File: config.mk
export PLATFORM = sky130hd
export DESIGN_NAME = ioc_cell
export DESIGN_NICKNAME = d
export VERILOG_FILES = /design/src/hw/ioc_pkg.sv /design/src/hw/ioc_strobe_delay.sv /design/src/hw/ioc_cell.sv
export SDC_FILE = /design/constraint.sdc
export NUM_CORES = 1
export LEC_CHECK = 0
export BUFFER_PORTS_ARGS = -buffer_cell sky130_fd_sc_hd__buf_2
export CORE_ASPECT_RATIO = 0.9
export CORE_MARGIN = 2
export CORE_UTILIZATION = 55
export CTS_CLUSTER_DIAMETER = 60
export CTS_CLUSTER_SIZE = 10
export DETAILED_ROUTE_END_ITERATION = 7
export GPL_TIMING_DRIVEN = 1
export PLACE_DENSITY_LB_ADDON = 0.05
export SYNTH_ARGS = -nofsm -noshare
export SYNTH_HDL_FRONTEND = slang
export SYNTH_SLANG_ARGS = --single-unit
File: constraint.sdc
create_clock -name mclk -period 3.85 [get_ports mclk]
set_input_delay 0.385 -clock mclk [delete_from_list [all_inputs] [get_ports mclk]]
set_output_delay 0.385 -clock mclk [all_outputs]
set_load 0.03 [all_outputs]
File: src/hw/ioc_pkg.sv
`default_nettype none
package ioc_pkg;
  // ---------------------------------------------------------------
  // group and calibration geometry
  // ---------------------------------------------------------------
  localparam int GROUP_CELLS = 14;     // cells per strobe group
  localparam int BUS_CELLS = 13;       // cells fed by the strobe bus
  localparam int BITS_PER_STROBE = 8;  // read data bits per strobe
  localparam int CAL_W = 6;            // calibration bus width
  localparam int DLY_DEPTH = 64;       // taps reachable by a CAL_W code
  localparam int SYNC_STAGES = 2;      // pin synchroniser depth

  // ---------------------------------------------------------------
  // reset values
  // ---------------------------------------------------------------
  localparam logic TS_RST = 1'b0;      // stored enable: pad not driven
  localparam logic OE_RST = 1'b0;      // pad enable out of reset
  localparam logic LVL_RST = 1'b0;     // sampled clock and strobe levels

  // tristate storage configuration
  typedef enum logic [1:0] {
    IOC_SDR_FF,
    IOC_SDR_LATCH,
    IOC_DDR
  } ioc_mode_t;

  // optional polarity inversion used on clock, enable and reset
  function automatic logic apply_inv(input logic x, input logic inv);
    apply_inv = x ^ inv;
  endfunction : apply_inv
endpackage : ioc_pkg
`default_nettype wire

File: src/hw/ioc_strobe_delay.sv
`timescale 1ns/1ps
`default_nettype none
module ioc_strobe_delay #(
  parameter int CAL_W = ioc_pkg::CAL_W,
  parameter int DEPTH = ioc_pkg::DLY_DEPTH
) (
  input wire logic mclk,             // system clock
  input wire logic rst_n,            // async reset, active low
  input wire logic strobe_in,        // synchronised strobe level
  input wire logic [CAL_W-1:0] code, // calibration code, taps minus one
  output logic strobe_out            // delayed strobe level
);
  // ---------------------------------------------------------------
  // tapped delay line
  // ---------------------------------------------------------------
  logic [DEPTH-1:0] tap_q;
  logic [DEPTH-1:0] tap_d;
  logic out_d;

  // shift one tap a cycle; the code picks the tap and the output is registered, so delay is code+2
  always_comb begin
    tap_d = {tap_q[DEPTH-2:0], strobe_in};
    out_d = tap_q[code];
  end

  always_ff @(posedge mclk or negedge rst_n) begin
    if (!rst_n) begin
      tap_q <= '0;
      strobe_out <= ioc_pkg::LVL_RST;
    end else begin
      tap_q <= tap_d;
      strobe_out <= out_d;
    end
  end
endmodule : ioc_strobe_delay
`default_nettype wire

File: src/hw/ioc_cell.sv
`timescale 1ns/1ps
`default_nettype none
module ioc_cell #(
  parameter int DW = ioc_pkg::BITS_PER_STROBE,
  parameter int BUS_N = ioc_pkg::BUS_CELLS,
  parameter bit RIGHT_HALF = 1'b0,   // which DLL serves this group
  parameter bit EDGE_CELL = 1'b1     // cell sits on a left or right edge
) (
  input wire logic mclk,                         // system clock, 100 MHz
  input wire logic rst_n,                        // async reset, active low
  input wire logic supply_ok_pin,                // supply good, async
  input wire logic route_clk,                    // routing clock, async
  input wire logic strobe_pin,                   // memory read strobe, async
  input wire logic [DW-1:0] rd_data_pin,         // memory read data, async
  input wire logic clk_sel,                      // 1 = strobe, 0 = routing clock
  input wire logic clk_inv,                      // invert cell clock
  input wire logic ce_in,                        // clock enable from routing
  input wire logic ce_inv,                       // invert clock enable
  input wire logic lsr_in,                       // local reset from routing
  input wire logic lsr_inv,                      // invert local reset
  input wire logic gts,                          // global tristate, 1 = pad not driven
  input wire ioc_pkg::ioc_mode_t ts_mode,        // tristate storage mode
  input wire logic tristate_enable_first,        // enable, first half
  input wire logic tristate_enable_second,       // enable, second half
  input wire logic [ioc_pkg::CAL_W-1:0] dll_code_left,  // left DLL code
  input wire logic [ioc_pkg::CAL_W-1:0] dll_code_right, // right DLL code
  input wire logic pair_en,                      // join with neighbour
  input wire logic lvds_req,                     // ask for LVDS on the pair
  input wire logic pad_dout,                     // data to drive on the pad
  output logic pad_oe,                           // pad driver enable
  output logic pad_t_o,                          // true pad data
  output logic pad_c_o,                          // complement pad data
  output logic lvds_on,                          // pair runs as LVDS
  output logic [BUS_N-1:0] strobe_bus,           // delayed strobe to group
  output logic strobe_pol,                       // sync register polarity
  output logic [DW-1:0] rd_pos,                  // data taken on strobe rise
  output logic [DW-1:0] rd_neg,                  // data taken on strobe fall
  output logic [DW-1:0] rd_sync_pos,             // rise data in cell domain
  output logic [DW-1:0] rd_sync_neg              // fall data in cell domain
);
  // ---------------------------------------------------------------
  // pin synchronisers
  // ---------------------------------------------------------------
  logic [DW+2:0] sync1_q;
  logic [DW+2:0] sync2_q;
  logic supply_s;
  logic route_s;
  logic strobe_s;
  logic [DW-1:0] rd_s;

  // first stage is read only by the second stage
  always_ff @(posedge mclk or negedge rst_n) begin
    if (!rst_n) begin
      sync1_q <= '0;
      sync2_q <= '0;
    end else begin
      sync1_q <= {supply_ok_pin, route_clk, strobe_pin, rd_data_pin};
      sync2_q <= sync1_q;
    end
  end

  assign {supply_s, route_s, strobe_s, rd_s} = sync2_q;

  // ---------------------------------------------------------------
  // strobe delay and bus
  // ---------------------------------------------------------------
  logic [ioc_pkg::CAL_W-1:0] cal_code;
  logic dly_strobe;

  // each group listens only to the DLL of its own half
  assign cal_code = RIGHT_HALF ? dll_code_right : dll_code_left;

  ioc_strobe_delay #(
    .CAL_W(ioc_pkg::CAL_W),
    .DEPTH(ioc_pkg::DLY_DEPTH)
  ) u_dly (
    .mclk(mclk),
    .rst_n(rst_n),
    .strobe_in(strobe_s),
    .code(cal_code),
    .strobe_out(dly_strobe)
  );

  // one delayed strobe fans out to the rest of the group
  assign strobe_bus = {BUS_N{dly_strobe}};

  // ---------------------------------------------------------------
  // control selection
  // ---------------------------------------------------------------
  logic cclk;
  logic ce;
  logic lsr;
  logic cclk_q;
  logic sb_q;
  logic c_rise;
  logic c_fall;
  logic sb_rise;
  logic sb_fall;

  // the strobe choice uses the delayed copy so it lines up with read data
  assign cclk = ioc_pkg::apply_inv(clk_sel ? dly_strobe : route_s, clk_inv);
  assign ce = ioc_pkg::apply_inv(ce_in, ce_inv);
  assign lsr = ioc_pkg::apply_inv(lsr_in, lsr_inv);
  assign c_rise = cclk & ~cclk_q;
  assign c_fall = ~cclk & cclk_q;
  assign sb_rise = dly_strobe & ~sb_q;
  assign sb_fall = ~dly_strobe & sb_q;

  // ---------------------------------------------------------------
  // tristate storage
  // ---------------------------------------------------------------
  logic first_q;
  logic first_d;
  logic second_q;
  logic second_d;
  logic oe_sel;
  logic oe_d;

  // latches are modelled as sampled followers, one cycle behind the gate
  always_comb begin
    first_d = first_q;
    second_d = second_q;
    if (lsr) begin
      first_d = ioc_pkg::TS_RST;
      second_d = ioc_pkg::TS_RST;
    end else if (ce) begin
      case (ts_mode)
        ioc_pkg::IOC_SDR_FF: begin
          if (c_rise) first_d = tristate_enable_first;
        end
        ioc_pkg::IOC_SDR_LATCH: begin
          if (!cclk) first_d = tristate_enable_first;
        end
        ioc_pkg::IOC_DDR: begin
          if (c_rise) first_d = tristate_enable_first;
          if (!cclk) second_d = tristate_enable_second;
        end
        default: begin
          first_d = ioc_pkg::TS_RST;
          second_d = ioc_pkg::TS_RST;
        end
      endcase
    end
  end

  // high half shows the held latch, low half the edge register
  always_comb begin
    oe_sel = (ts_mode == ioc_pkg::IOC_DDR && cclk) ? second_q : first_q;
    oe_d = oe_sel & ~gts & supply_s;
  end

  always_ff @(posedge mclk or negedge rst_n) begin
    if (!rst_n) begin
      first_q <= ioc_pkg::TS_RST;
      second_q <= ioc_pkg::TS_RST;
      cclk_q <= ioc_pkg::LVL_RST;
      sb_q <= ioc_pkg::LVL_RST;
      pad_oe <= ioc_pkg::OE_RST;
    end else begin
      first_q <= first_d;
      second_q <= second_d;
      cclk_q <= cclk;
      sb_q <= dly_strobe;
      pad_oe <= oe_d;
    end
  end

  // ---------------------------------------------------------------
  // pad data and pairing
  // ---------------------------------------------------------------
  logic t_d;
  logic c_d;
  logic lvds_d;

  // a lone cell leaves the complement low; LVDS is refused off the edges
  always_comb begin
    t_d = pad_dout;
    c_d = pair_en ? ~pad_dout : 1'b0;
    lvds_d = pair_en & lvds_req & EDGE_CELL;
  end

  always_ff @(posedge mclk or negedge rst_n) begin
    if (!rst_n) begin
      pad_t_o <= 1'b0;
      pad_c_o <= 1'b0;
      lvds_on <= 1'b0;
    end else begin
      pad_t_o <= t_d;
      pad_c_o <= c_d;
      lvds_on <= lvds_d;
    end
  end

  // ---------------------------------------------------------------
  // read capture and polarity
  // ---------------------------------------------------------------
  logic [DW-1:0] pos_d;
  logic [DW-1:0] neg_d;
  logic [DW-1:0] spos_d;
  logic [DW-1:0] sneg_d;
  logic pol_d;
  logic xfer;

  // polarity picks the cell clock edge that moves data to the sync stage
  always_comb begin
    pos_d = sb_rise ? rd_s : rd_pos;
    neg_d = sb_fall ? rd_s : rd_neg;
    pol_d = c_rise ? dly_strobe : strobe_pol;
    xfer = strobe_pol ? c_fall : c_rise;
    spos_d = xfer ? rd_pos : rd_sync_pos;
    sneg_d = xfer ? rd_neg : rd_sync_neg;
  end

  always_ff @(posedge mclk or negedge rst_n) begin
    if (!rst_n) begin
      rd_pos <= '0;
      rd_neg <= '0;
      strobe_pol <= 1'b0;
      rd_sync_pos <= '0;
      rd_sync_neg <= '0;
    end else begin
      rd_pos <= pos_d;
      rd_neg <= neg_d;
      strobe_pol <= pol_d;
      rd_sync_pos <= spos_d;
      rd_sync_neg <= sneg_d;
    end
  end

  // ---------------------------------------------------------------
  // assertions
  // ---------------------------------------------------------------
  property p_pwr_hiz;
    @(posedge mclk) disable iff (!rst_n) !supply_s |=> !pad_oe;
  endproperty
  a_pwr_hiz: assert property (p_pwr_hiz) else $error("pad driven without supply");

  property p_gts;
    @(posedge mclk) disable iff (!rst_n) gts |=> !pad_oe;
  endproperty
  a_gts: assert property (p_gts) else $error("pad driven under global tristate");

  property p_lsr;
    @(posedge mclk) disable iff (!rst_n) lsr |=> (!first_q && !second_q)[*1] ##1 !pad_oe;
  endproperty
  a_lsr: assert property (p_lsr) else $error("local reset left storage driving");

  property p_ff_take;
    @(posedge mclk) disable iff (!rst_n)
      (ts_mode == ioc_pkg::IOC_SDR_FF && c_rise && ce && !lsr)
      |=> first_q == $past(tristate_enable_first);
  endproperty
  a_ff_take: assert property (p_ff_take) else $error("flip-flop missed its edge");

  property p_ff_hold;
    @(posedge mclk) disable iff (!rst_n)
      (ts_mode != ioc_pkg::IOC_SDR_LATCH && !c_rise && !lsr) |=> $stable(first_q);
  endproperty
  a_ff_hold: assert property (p_ff_hold) else $error("edge register changed off edge");

  property p_latch_hold;
    @(posedge mclk) disable iff (!rst_n)
      (ts_mode == ioc_pkg::IOC_DDR && cclk && !lsr) |=> $stable(second_q);
  endproperty
  a_latch_hold: assert property (p_latch_hold) else $error("latch open while gate high");

  property p_ddr_mux;
    @(posedge mclk) disable iff (!rst_n)
      (ts_mode == ioc_pkg::IOC_DDR && supply_s && !gts)
      |=> pad_oe == $past(cclk ? second_q : first_q);
  endproperty
  a_ddr_mux: assert property (p_ddr_mux) else $error("wrong half on pad enable");

  property p_rd_rise;
    @(posedge mclk) disable iff (!rst_n) sb_rise |=> rd_pos == $past(rd_s);
  endproperty
  a_rd_rise: assert property (p_rd_rise) else $error("read data not taken on strobe");

  property p_lvds_edge;
    @(posedge mclk) disable iff (!rst_n) (!pair_en || !EDGE_CELL) |=> !lvds_on;
  endproperty
  a_lvds_edge: assert property (p_lvds_edge) else $error("lvds outside an edge pair");

  c_ddr_high: cover property (@(posedge mclk) disable iff (!rst_n)
    ts_mode == ioc_pkg::IOC_DDR && cclk && pad_oe);
  c_lsr: cover property (@(posedge mclk) disable iff (!rst_n) lsr ##1 !first_q);
  c_strobe: cover property (@(posedge mclk) disable iff (!rst_n) sb_rise ##[1:20] sb_fall);
endmodule : ioc_cell
`default_nettype wire

Word-level counts from Yosys, hierarchy flattened --
Cells that the tools add are included.
Word-level totals: register bits 128, RAM bits 0, word-level logic and storage cells 62, input bits 39, memories 0, memory bits (read-only) 0, output and inout bits 50, latch bits 0
Cells by class: reductions and logical operators 7, div/mod/pow operators 0, multiplexer cells 15, bitwise logic cells 16, add/subtract/negate cells 0, order comparisons 1, eq/ne operators 6, shift-type cells 0, $mul 0
Operator list (count):
- 1-bit 2-to-1 mux | 12
- 1-bit AND | 7
- 6-bit by 7-bit < comparator with 1-bit output (second input constant) | 1
- 1-bit binary-select mux with 6-bit select | 1
- 3-bit != test (second input constant) | 2
- 1-bit NOT | 6
- 3-bit AND reduction | 2
- 1-bit one-hot mux with 2 select lines | 2
- 2-bit OR reduction | 2
- 3-bit by 1-bit != test with 1-bit output (second input constant) | 1
- 1-bit bitwise XOR | 3
- 2-bit by 1-bit == test with 1-bit output (second input constant) | 1
- 2-bit == test (second input constant) | 1
- 2-bit logical NOT | 1
- 2-bit by 1-bit != test with 1-bit output (second input constant) | 1
- 2-bit nonzero test | 1
- 1-bit logical AND | 1

Depth between registers and ports, before layout --
Gate-level depths: netlist of the first run.
depth after elaboration 7, mapped depth 6, depth with buffers taken out 5

Modules after synthesis --
Synthesis of the first run repeated with hierarchy kept, for this count alone.
Unflattened totals: cells, all modules 254, area total of the unflattened synthesis 4511.8 µm²
By module, submodules not included:
- ioc_cell | instances 1, cells an instance 146, area an instance 2352.3 µm²
- ioc_strobe_delay | instances 1, cells an instance 108, area an instance 2159.6 µm²

Worst setup path before layout of the first run --
No wires, ideal clock.
kind reg-to-reg, from register u_dly.strobe_out, to register rd_sync_neg[4], path buffers 1, slack 1872 ps, stages on the path, launching flop included 7, data required time 3725 ps, period minus slack after synthesis 1978 ps, arrival time 1854 ps, path through dfrtp_1 > mux2i_1 > xor2_2 > and3_2 > nor2_4 > buf_6 > mux2_2
Between the ends: longest elaborated chain between the ends 5, elaborated cells between the ends (all ways) 6, classes of those cells 2 x mux; 4 x bitwise
Ends and longest elaborated chain:
- from (decl) | RTL line ioc_strobe_delay.sv:11 | output logic strobe_out
- from (signal assigned) | RTL line ioc_strobe_delay.sv:29 | strobe_out <= ioc_pkg::LVL_RST;
- from (signal assigned) | RTL line ioc_strobe_delay.sv:32 | strobe_out <= out_d;
- 1-bit 2-to-1 mux * | RTL line ioc_cell.sv:101 | assign cclk = ioc_pkg::apply_inv(clk_sel ? dly_strobe : route_s, clk_inv);
- 1-bit bitwise XOR * | RTL line ioc_pkg.sv:29 | apply_inv = x ^ inv;
- 1-bit NOT | RTL line ioc_cell.sv:105 | assign c_fall = ~cclk & cclk_q;
- 1-bit AND | RTL line ioc_cell.sv:105
- 1-bit 2-to-1 mux * | RTL line ioc_cell.sv:209 | xfer = strobe_pol ? c_fall : c_rise;
- to (signal assigned) | RTL line ioc_cell.sv:226 | rd_sync_neg <= sneg_d;
- to (decl) | RTL line ioc_cell.sv:39 | output logic [DW-1:0] rd_sync_neg
Every way passes the cells marked *; elsewhere a longest branch is shown, timed or not. A chain may end at the register's enable or synchronous reset.

Worst setup path in the final report of the first run --
from register u_dly.strobe_out, to register rd_sync_pos[0]
Between the ends: longest elaborated chain between the ends 5, elaborated cells between the ends (all ways) 6, classes of those cells 2 x mux; 4 x bitwise
Ends and longest elaborated chain:
- 1-bit 2-to-1 mux * | RTL line ioc_cell.sv:101
- 1-bit bitwise XOR * | RTL line ioc_pkg.sv:29
- 1-bit NOT | RTL line ioc_cell.sv:105
- 1-bit AND | RTL line ioc_cell.sv:105
- 1-bit 2-to-1 mux * | RTL line ioc_cell.sv:209
- to (signal assigned) | RTL line ioc_cell.sv:225 | rd_sync_pos <= spos_d;
- to (decl) | RTL line ioc_cell.sv:38 | output logic [DW-1:0] rd_sync_pos,
Marks and branches as above.

==> flow_summary.toml, run 1 <==
[synth]
yosysWarnings = 0
synth.distinct_cells = 35
syn_area_um2 = 4420
synth_top_area_cell = "dfrtp_1"
synth_common_cells = "dfrtp_1, mux2_2, mux4_2"
synth_edf_count = 0
post-synth-top-count-cell = "dfrtp_1"
synthArstFlopShare_pct = 100
ys_seq_area_share_pct = 72.4
synth_fp_nets = 285
ys.flop_type = "dfrtp_1"
synth_area_per_cell_um2 = 18.0
synthCells = 246
yosysTopAreaCellShare_pct = 72.4
yosys-top-cells-area = "dfrtp_1, mux2_2, mux4_2, buf_4, mux4_1"
synth-seq-cells = 128

[pwr]
p_seq_share_pct = 40.8
p_switching_mw = 1.17
swShare_pct = 29.2
combPwrFrac_pct = 20.3
pwr-share-clk_pct = 39.0
powerDensity_nw_per_um2 = 720
p_leak_nw = 2.58
ir_drop_mv = 0.515
p_int_mw = 2.83
total_power_mw = 4.00

[sta]
min_period_ns = 2.17
setup_tns_ns = 0
setup_viol = 0
drv_slew = 0
fin_skew_ns = 0.00878
slew_headroom_pct = 47.6
worst_slew_pin_slew_ns = 0.785
period_share_pct = 56.5
max_freq_mhz = 460
rsz0062_at_grt = "false"
report.final.hold_viol_count = 0

[drt]
drtIter0Drc = 102
avgViaCountPerCell = 5.11
num_vias = 2313
detail_route.first_pass.iterations = 4
ant_nets = 0
drt-wirelength-per-cell_um = 15.6
drt-total-wl_um = 7090
drc_errors = 0

[global_routing]
grt_pass1_wl_um = 11800
overflow = 0
antenna_found_initial = 0
track_usage_pct = 18.0
grt_max_degree = 49
first_global_vias = 2367

[setup_path]
crit_arrival_ns = 2.56
path_cells = "mux2i_1, xor2_2, nor3_1, nor2_4, mux2_2"
worstPathRequired_ns = 4.23
path_class = "reg2reg"
cp-start-kind = "register"
crit_fanout = 18
max_stage_delay_ns = 0.52
cpMaxStageDelayCell = "dfrtp_1"
end_kind = "register"

[clock_tree]
cts_tree = "built"
htreeDepth = 4
cts_buffers = 17
clk_pin_slew_ns = 0.06
ctsResizeCount = 0
clock-root-buffer = "clkbuf_8"
clock_latency_ns = 0.50
clk_path_buf_depth = 2
clock_sinks = 128

[die]
die-area_um2 = 8780
core_um2 = 7910
die_w_um = 98.5
initial_utilization_pct = 55.9
rows = 31
die_y_um = 89.1
num_io_pins = 89

[min_path]
hp-class = "in2reg"

[job]
cap_violations = 0

[run_status]
status = "finished clean"

[layout]
final_nets = 381
drive_gt1_share_pct = 46.3
areaGrowthSynthToFinish_pct = 25.7
diodes = 0
final_core_util_pct = 70.2

[place]
gp_congestion = 0.721
hpwl_um = 4510
portBuffers = 82
## cell usage in the layout, fill, tap and decap left out, types with 3 or more instances in the layout
cell type / count
mux4_1: 3
clkinv_4: 4
buf_2: 81
clkbuf_16: 16
buf_4: 3
mux2_2: 33
nand2_1: 4
nand3_1: 6
clkinvlp_4: 3
mux4_2: 14
dfrtp_1: 128
dlygate4sd3_1: 13
mux2i_1: 3
bufinv_16: 3
nor2b_1: 5
## cell type report
class,count,area (µm²)
flip-flops and latches,128,3200
fillers,536,2350
multi-input cells,96,1070
repair buffers,97,558
clock buffers,19,432
clock inverters,12,161
well taps,99,124
inverters,2,7.51
## routing by layer
metal  part of all wire [%]  wire length (µm)  track usage [%]  up-vias
met5                      0                 0                0        -
met4                   0.62                44             8.59        0
met3                    4.9               347             5.47        6
met2                     48              3370             26.5       60
met1                     47              3320             25.4     1191
li1                       -                 -                -     1056
## power by group through the flow
stage                     Combinational (mW)  Sequential, mW  Clock (mW)
after floorplan                        0.313            1.92           0
after global placement                 0.801            1.65           0
after detailed placement               0.810            1.66           0
after CTS                              0.822            1.63        1.60
after global routing                   0.867            1.66        1.66
final                                  0.811            1.63        1.56
## path summary, 6_finish.rpt
path | from | to | slack (ns) | cells after the start
setup / recovery | u_dly.strobe_out$_DFF_PN0_ | rd_sync_pos[0]$_DFFE_PN0P_ | 1.68 | 5
hold / removal | gts | pad_oe$_DFF_PN0_ | 0.03 | 2
setup reg to reg | u_dly.strobe_out$_DFF_PN0_ | rd_sync_pos[0]$_DFFE_PN0P_ | 1.68 | 5
hold reg to reg | sync1_q[2]$_DFF_PN0_ | sync2_q[2]$_DFF_PN0_ | 0.34 | 0
max in group asynchronous | rst_n | rd_sync_pos[4]$_DFFE_PN0P_ | 2.47 | 3
min in group asynchronous | rst_n | cclk_q$_DFF_PN0_ | 0.40 | 2
## logic make-up (layout without fill, tap and decap cells)
kind of cell | Yosys count | in the layout | share of synthesized area [%]
and+or+nand+nor | 28 | 28 | 3.71
muxes | 53 | 53 | 18.0
AOI/OAI and AO/OA | 12 | 12 | 1.78
DFF | 128 | 128 | 72.4
xor gates and xnor gates | 3 | 3 | 0.764
buffers and inverters | 22 | 130 | 3.34
## stage by stage
stage | hold slack (ns) | instances | instance area, µm² | setup slack, ns
CTS | 0.00430 | 453 | 5560 | 1.62
detailed placement | 0.336 | 409 | 4830 | 1.61
global route | 0.0136 | 453 | 5560 | 1.44
finish | 0.0336 | 453 | 5560 | 1.68
floorplan | 0.0894 | 246 | 4420 | 1.87
global placement | 0.331 | 409 | 4830 | 1.68
## flip-flops by register name, summed over array words and instances, names as in the netlist, 8 cells and up
| signal | flops |
|---|---|
| sync2_q | 11 |
| rd_sync_pos | 8 |
| rd_neg | 8 |
| u_dly.tap_q | 64 |
| sync1_q | 11 |
| rd_pos | 8 |
| rd_sync_neg | 8 |
## critical path, delay by kind of cell, from the launching register on
kind / cells / cell delay (ns)
flip-flops: 1 / 0.52
multiplexers: 2 / 0.70
AND/OR/NAND/NOR: 2 / 0.51
XOR/XNOR: 1 / 0.34
## repair_timing
| item | in CTS | in global routing |
|---|---|---|
| hold buffers | 13 | 0 |
| setup endpoints to repair | 0 | 0 |
| hold endpoints to repair | 51 | 0 |
| setup buffers | 0 | 0 |
No activity file was read; power rests on OpenSTA's default activity.
==> run 2, diff against run 1 <==
--- a/config.mk
+++ b/config.mk
@@ -8,7 +8,7 @@
 export BUFFER_PORTS_ARGS = -buffer_cell sky130_fd_sc_hd__buf_2
 export CORE_ASPECT_RATIO = 0.9
 export CORE_MARGIN = 2
-export CORE_UTILIZATION = 55
+export CORE_UTILIZATION = 54
 export CTS_CLUSTER_DIAMETER = 60
 export CTS_CLUSTER_SIZE = 10
 export DETAILED_ROUTE_END_ITERATION = 7
==> constraint.sdc (replaced) <==
create_clock -name mclk -period 2.25 [get_ports mclk]
set_input_delay 0.225 -clock mclk [delete_from_list [all_inputs] [get_ports mclk]]
set_output_delay 0.225 -clock mclk [all_outputs]
set_load 0.03 [all_outputs]
==> run 2 against run 1 <==
Against the previous run: non-clock buffer count is 10 higher; clock power is 79% higher; total power is 75% higher; critical endpoint is now rd_sync_pos[1]$_DFFE_PN0P_; largest power group is now the clock network.
==> flow_summary.toml, run 2 (synthesis gave the netlist of run 1 again) <==
[global_routing]
overflow = 0
grt_pass1_wl_um = 12600
antenna_found_initial = 0
first_global_vias = 2442
track_usage_pct = 18.8
grt_max_degree = 60

[die]
die-area_um2 = 8930
core_um2 = 7990
initial_utilization_pct = 55.4
die_w_um = 99.4
num_io_pins = 89
rows = 31
die_y_um = 89.9

[sta]
slew_headroom_pct = 64.7
fin_skew_ns = 0.00739
drv_slew = 0
min_period_ns = 1.91
worst_slew_pin_slew_ns = 0.530
max_freq_mhz = 522
setup_viol = 0
worst_slack_ns = 0.335
rsz0062_at_grt = "false"
report.final.hold_viol_count = 0
setup_tns_ns = 0
period_share_pct = 85.1

[layout]
largest_reg_flops = 64
areaGrowthSynthToFinish_pct = 28.5
mostFrequentLayoutCells = "dfrtp_1, buf_2, mux2_2"
reg_top3 = "u_dly.tap_q x64, sync1_q x11, sync2_q x11"
drive_gt1_share_pct = 46.4
diodes = 0
top_register = "u_dly.tap_q"
final_nets = 391
layout_commonest_cell = "dfrtp_1"

[drt]
drtIter0Drc = 91
drt-total-wl_um = 7510
detail_route.first_pass.iterations = 4
num_vias = 2386
ant_nets = 0
drc_errors = 0
drt-wirelength-per-cell_um = 16.2
avgViaCountPerCell = 5.15

[setup_path]
crit_arrival_ns = 2.30
cp-start-kind = "register"
cpMaxStageDelayCell = "dfrtp_1"
max_stage_delay_ns = 0.38
end_kind = "register"
path_class = "reg2reg"
worstPathRequired_ns = 2.63
path_cells = "mux2i_1, xor2_2, nor3_1, nor2_4, buf_4, mux2_2"
crit_fanout = 16

[place]
hpwl_um = 4690
portBuffers = 82
post-place-ws_ns = 0.312
gp_congestion = 0.782

[run_status]
status = "finished clean"

[clock_tree]
clock-root-buffer = "clkbuf_8"
ctsResizeCount = 0
clock_sinks = 128
cts_buffers = 17
htreeDepth = 4
cts_tree = "built"
clock_latency_ns = 0.50
clk_pin_slew_ns = 0.06
clk_path_buf_depth = 2

[min_path]
hp-class = "in2reg"

[pwr]
p_leak_nw = 2.65
ir_drop_mv = 0.666
powerDensity_nw_per_um2 = 1230

[job]
cap_violations = 0
## run 2: changes by cell type in the layout (fill, tap and decap cells not counted), sizes merged
cell / before / now
clkinvlp: 3 / 2
dlygate4sd3: 13 / 18
inv: 3 / 2
bufinv: 3 / 4
clkbuf: 19 / 21
clkinv: 5 / 4
buf: 84 / 89
## run 2: worst max-delay path: cells and delay by family, from the launching register on
kind | cells | cell delay [ns]
muxes | 2 | 0.59
and+or+nand+nor | 2 | 0.22
DFF | 1 | 0.38
buffers and inverters | 1 | 0.24
xor gates and xnor gates | 1 | 0.36
## run 2: path summary, 6_finish.rpt
kind | slack (ns) | end | from | depth (start not counted)
worst max-delay path | 0.34 | rd_sync_pos[1]$_DFFE_PN0P_ | u_dly.strobe_out$_DFF_PN0_ | 6
worst min-delay path | 0.05 | second_q$_DFFE_PN0P_ | lsr_in | 3
worst max register to register | 0.34 | rd_sync_pos[1]$_DFFE_PN0P_ | u_dly.strobe_out$_DFF_PN0_ | 6
worst min register to register | 0.35 | sync2_q[7]$_DFF_PN0_ | sync1_q[7]$_DFF_PN0_ | 0
max in group asynchronous | 1.21 | u_dly.strobe_out$_DFF_PN0_ | rst_n | 3
min in group asynchronous | 0.24 | sync2_q[10]$_DFF_PN0_ | rst_n | 2
## run 2: cell type report
| type | instances | area, µm² |
|---|---|---|
| Clock buffer | 21 | 459 |
| Clock inverter | 10 | 159 |
| Fill cell | 528 | 2310 |
| Inverter | 2 | 7.51 |
| Multi-Input combinational cell | 96 | 1070 |
| Sequential cell | 128 | 3200 |
| Tap cell | 99 | 124 |
| Timing Repair Buffer | 107 | 658 |
## run 2: metrics by stage
step           cells  cell area, µm²  util [%]  power (mW)  hold WS, ns
2_1_floorplan    246            4420         -        3.82      -0.0706
3_3_place_gp     414            4880      61.1        4.21        0.249
3_5_place_dp     414            4880      61.1        4.24        0.253
4_1_cts          463            5680      71.1        7.09       0.0320
5_1_grt          463            5680      71.1        7.32       0.0423
6_report         463            5680      71.1        7.00       0.0547
## run 2: what timing repair did
item	in CTS	in global routing
buffers inserted	0	0
endpoints found under the setup margin	0	0
hold endpoints to repair	55	0
hold buffers	18	0
## run 2: metal layers
layer	global-route usage, %	part of all wire, %	vias to the layer above
met2	27.0	48	71
met3	6.92	5.4	7
met5	0	0	-
met4	5.48	0.88	0
met1	27.3	46	1225
li1	-	-	1083
## run 2: power breakdown
group	internal [mW]	switching (mW)	total (mW)
registers	2.62	0.161	2.78
logic	0.540	0.886	1.43
clock network	1.88	0.922	2.80
total	5.03	1.97	7.00
==> run 3, diff against run 2 <==
--- a/config.mk
+++ b/config.mk
@@ -5,10 +5,11 @@
 export SDC_FILE = /design/constraint.sdc
 export NUM_CORES = 1
 export LEC_CHECK = 0
+export ABC_AREA = 1
 export BUFFER_PORTS_ARGS = -buffer_cell sky130_fd_sc_hd__buf_2
 export CORE_ASPECT_RATIO = 0.9
 export CORE_MARGIN = 2
-export CORE_UTILIZATION = 54
+export CORE_UTILIZATION = 40
 export CTS_CLUSTER_DIAMETER = 60
 export CTS_CLUSTER_SIZE = 10
 export DETAILED_ROUTE_END_ITERATION = 7
==> run 3 against run 2 <==
Against the previous run: first-iteration DRC count up 110%; synthesized area rose by 4.5%; flip-flop and latch count is the same; count of clock-buffer cells in the layout down 3; critical path type unchanged; critical endpoint unchanged; largest cell class unchanged; highest routed layer unchanged.
==> flow_summary.toml, run 3 <==
[clock_tree]
clk_path_buf_depth = 2
clock-root-buffer = "clkbuf_16"
cts_tree = "built"
cts_buffers = 17
clk_pin_slew_ns = 0.06
ctsResizeCount = 0
clock_sinks = 128
clock_latency_ns = 0.40
htreeDepth = 4

[synth]
post-synth-top-count-cell = "nand2_1"
synth-seq-cells = 128
ys.flop_type = "dfrtp_1"
synth_top_area_cell = "dfrtp_1"
synth_fp_nets = 473
synth_area_per_cell_um2 = 10.6
yosysWarnings = 0
synth_edf_count = 0
synthCells = 434
yosys-top-cells-area = "dfrtp_1, nand2_1, nand3_1, o21ai_0, inv_1"
ys_seq_area_share_pct = 69.3
synthArstFlopShare_pct = 100
syn_area_um2 = 4620
yosysTopAreaCellShare_pct = 69.3
synth.distinct_cells = 20
synth_common_cells = "nand2_1, dfrtp_1, nand3_1"

[drt]
drc_errors = 0
avgViaCountPerCell = 4.47
drt-wirelength-per-cell_um = 12.4
detail_route.first_pass.iterations = 4
drtIter0Drc = 193
num_vias = 3108
ant_nets = 0
drt-total-wl_um = 8610

[setup_path]
cpMaxStageDelayCell = "dfrtp_1"
crit_arrival_ns = 1.90
crit_path_start = "sync2_q[9]$_DFF_PN0_"
end_kind = "register"
crit_fanout = 32
cp-start-kind = "register"
path_cells = "inv_1, o21ai_2, xor2_2, nand2_4, o21ai_4, buf_4, o21ai_0"
max_stage_delay_ns = 0.32
critPathBufInv = 2
regToRegStartpoint = "sync2_q[9]$_DFF_PN0_"
worstPathRequired_ns = 2.52
path_class = "reg2reg"
critical_path.top_delay_family = "compound AO/OA/AOI/OAI gates"

[global_routing]
grtUsageMet1_pct = 20.8
grt_max_degree = 85
track_usage_pct = 15.5
use_met2_pct = 22.6
grt_util_met3_pct = 5.64
overflow = 0
grt-busiest-layer = "met2"
grt_pass1_wl_um = 14500
antenna_found_initial = 0
first_global_vias = 2993

[sta]
report.final.hold_viol_count = 0
max_freq_mhz = 613
drv_slew = 0
slew_headroom_pct = 63.9
min_period_ns = 1.63
setup_viol = 0
fin_skew_ns = 0.00455
worst_slew_pin_slew_ns = 0.542
rsz0062_at_grt = "false"
period_share_pct = 72.5
setup_tns_ns = 0

[layout]
fill_cells = 1036
largest_reg_flops = 64
areaGrowthSynthToFinish_pct = 27.7
layout.area.seq_um2 = 3200
mostFrequentLayoutCells = "nand2_1, dfrtp_1, buf_2"
diodes = 0
top_register = "u_dly.tap_q"
drive_gt1_share_pct = 24.3
reg_top3 = "u_dly.tap_q x64, sync1_q x11, sync2_q x11"
layout_commonest_cell = "nand2_1"
final_nets = 566
design_area_um2 = 5900
multi_input_area_um2 = 1090
final_core_util_pct = 52.0

[run_status]
status = "finished clean"

[place]
gp_congestion = 0.724
portBuffers = 82
hpwl_um = 5310
placed_cell_area_um2 = 5120

[job]
cap_violations = 0

[die]
die_w_um = 117
die-area_um2 = 12400
core_um2 = 11300
num_io_pins = 89
die_y_um = 106
rows = 37
initial_utilization_pct = 40.7

[pwr]
p_leak_nw = 2.99
p_switching_mw = 2.03
pwr-share-clk_pct = 42.1
p_int_mw = 4.92
combPwrFrac_pct = 18.4
powerDensity_nw_per_um2 = 1180
p_seq_share_pct = 39.5
ir_drop_mv = 0.704
swShare_pct = 29.1

[min_path]
hold_path_startpoint = "pair_en"
hp-class = "in2reg"
-- run 3: changes by cell type in the layout (fill, tap and decap cells not counted), moves of 4 or more --
cell and delta:
dlygate4sd3_1 -4, nor2b_1 -5, nand3_1 +51, nand2_1 +125, nor2_1 +4, inv_1 +36, o21ai_0 +27, mux4_2 -14
mux2_2 -33, o21ai_2 +6, clkbuf_8 -4
-- run 3: path summary, 6_finish.rpt --
kind / end / slack (ns) / cells past startpoint
worst max-delay path: rd_sync_pos[1]$_DFFE_PN0P_ / 0.62 / 7
worst min-delay path: lvds_on$_DFF_PN0_ / 0.03 / 3
worst max register to register: rd_sync_pos[1]$_DFFE_PN0P_ / 0.62 / 7
worst min register to register: sync2_q[9]$_DFF_PN0_ / 0.34 / 0
max in group asynchronous: rd_neg[6]$_DFFE_PN0P_ / 1.41 / 3
min in group asynchronous: first_q$_DFFE_PN0P_ / 0.39 / 3
-- run 3: worst reg2reg max path: stages, from the launching register on --
cell,delay [ns]
dfrtp_1,0.32
inv_1,0.04
o21ai_2,0.18
xor2_2,0.30
nand2_4,0.11
o21ai_4,0.13
buf_4,0.30
o21ai_0,0.13
-- run 3: stage by stage --
step	instances	power, mW	setup WS (ns)	hold slack, ns
6_report	696	6.95	0.619	0.0253
5_1_grt	696	7.34	0.421	0.0348
4_1_cts	696	7.06	0.582	0.00359
3_5_place_dp	650	4.06	0.578	0.305
3_3_place_gp	650	4.05	0.605	0.300
2_1_floorplan	434	3.69	0.611	-0.0706
-- run 3: cells by family (layout without fill, tap and decap cells) --
| logic type | after synthesis | in the layout | synth area share [%] |
|---|---|---|---|
| xor+xnor | 4 | 4 | 0.921 |
| flops | 128 | 128 | 69.3 |
| buf+inv | 68 | 174 | 7.09 |
| compound gates | 37 | 37 | 4.74 |
| simple gates | 197 | 197 | 17.9 |
-- run 3: power by group through the flow --
stage	clock [mW]	combinational [mW]	sequential [mW]
global placement	0	1.26	2.78
floorplan	0	0.508	3.19
finish	2.92	1.28	2.75
CTS	3.01	1.30	2.75
detailed placement	0	1.28	2.79
global route	3.13	1.42	2.79
-- run 3: cell type report --
class                   count  share of cell area [%]
clock buffers              18                    7.27
clock inverters            14                    3.65
repair buffers            104                    10.6
multi-input cells         238                    18.5
inverters                  38                    2.42
flip-flops and latches    128                    54.3
well taps                 156                    3.31
-- run 3: layer usage --
layer,part of all wire [%],vias up
met2,46,63
met1,49,1489
met5,0,-
met3,4.2,11
li1,-,1545
met4,1.2,0
-- run 3: what timing repair did --
action	CTS	global route
setup buffers	0	0
hold buffers	14	0
hold endpoints to repair	142	0
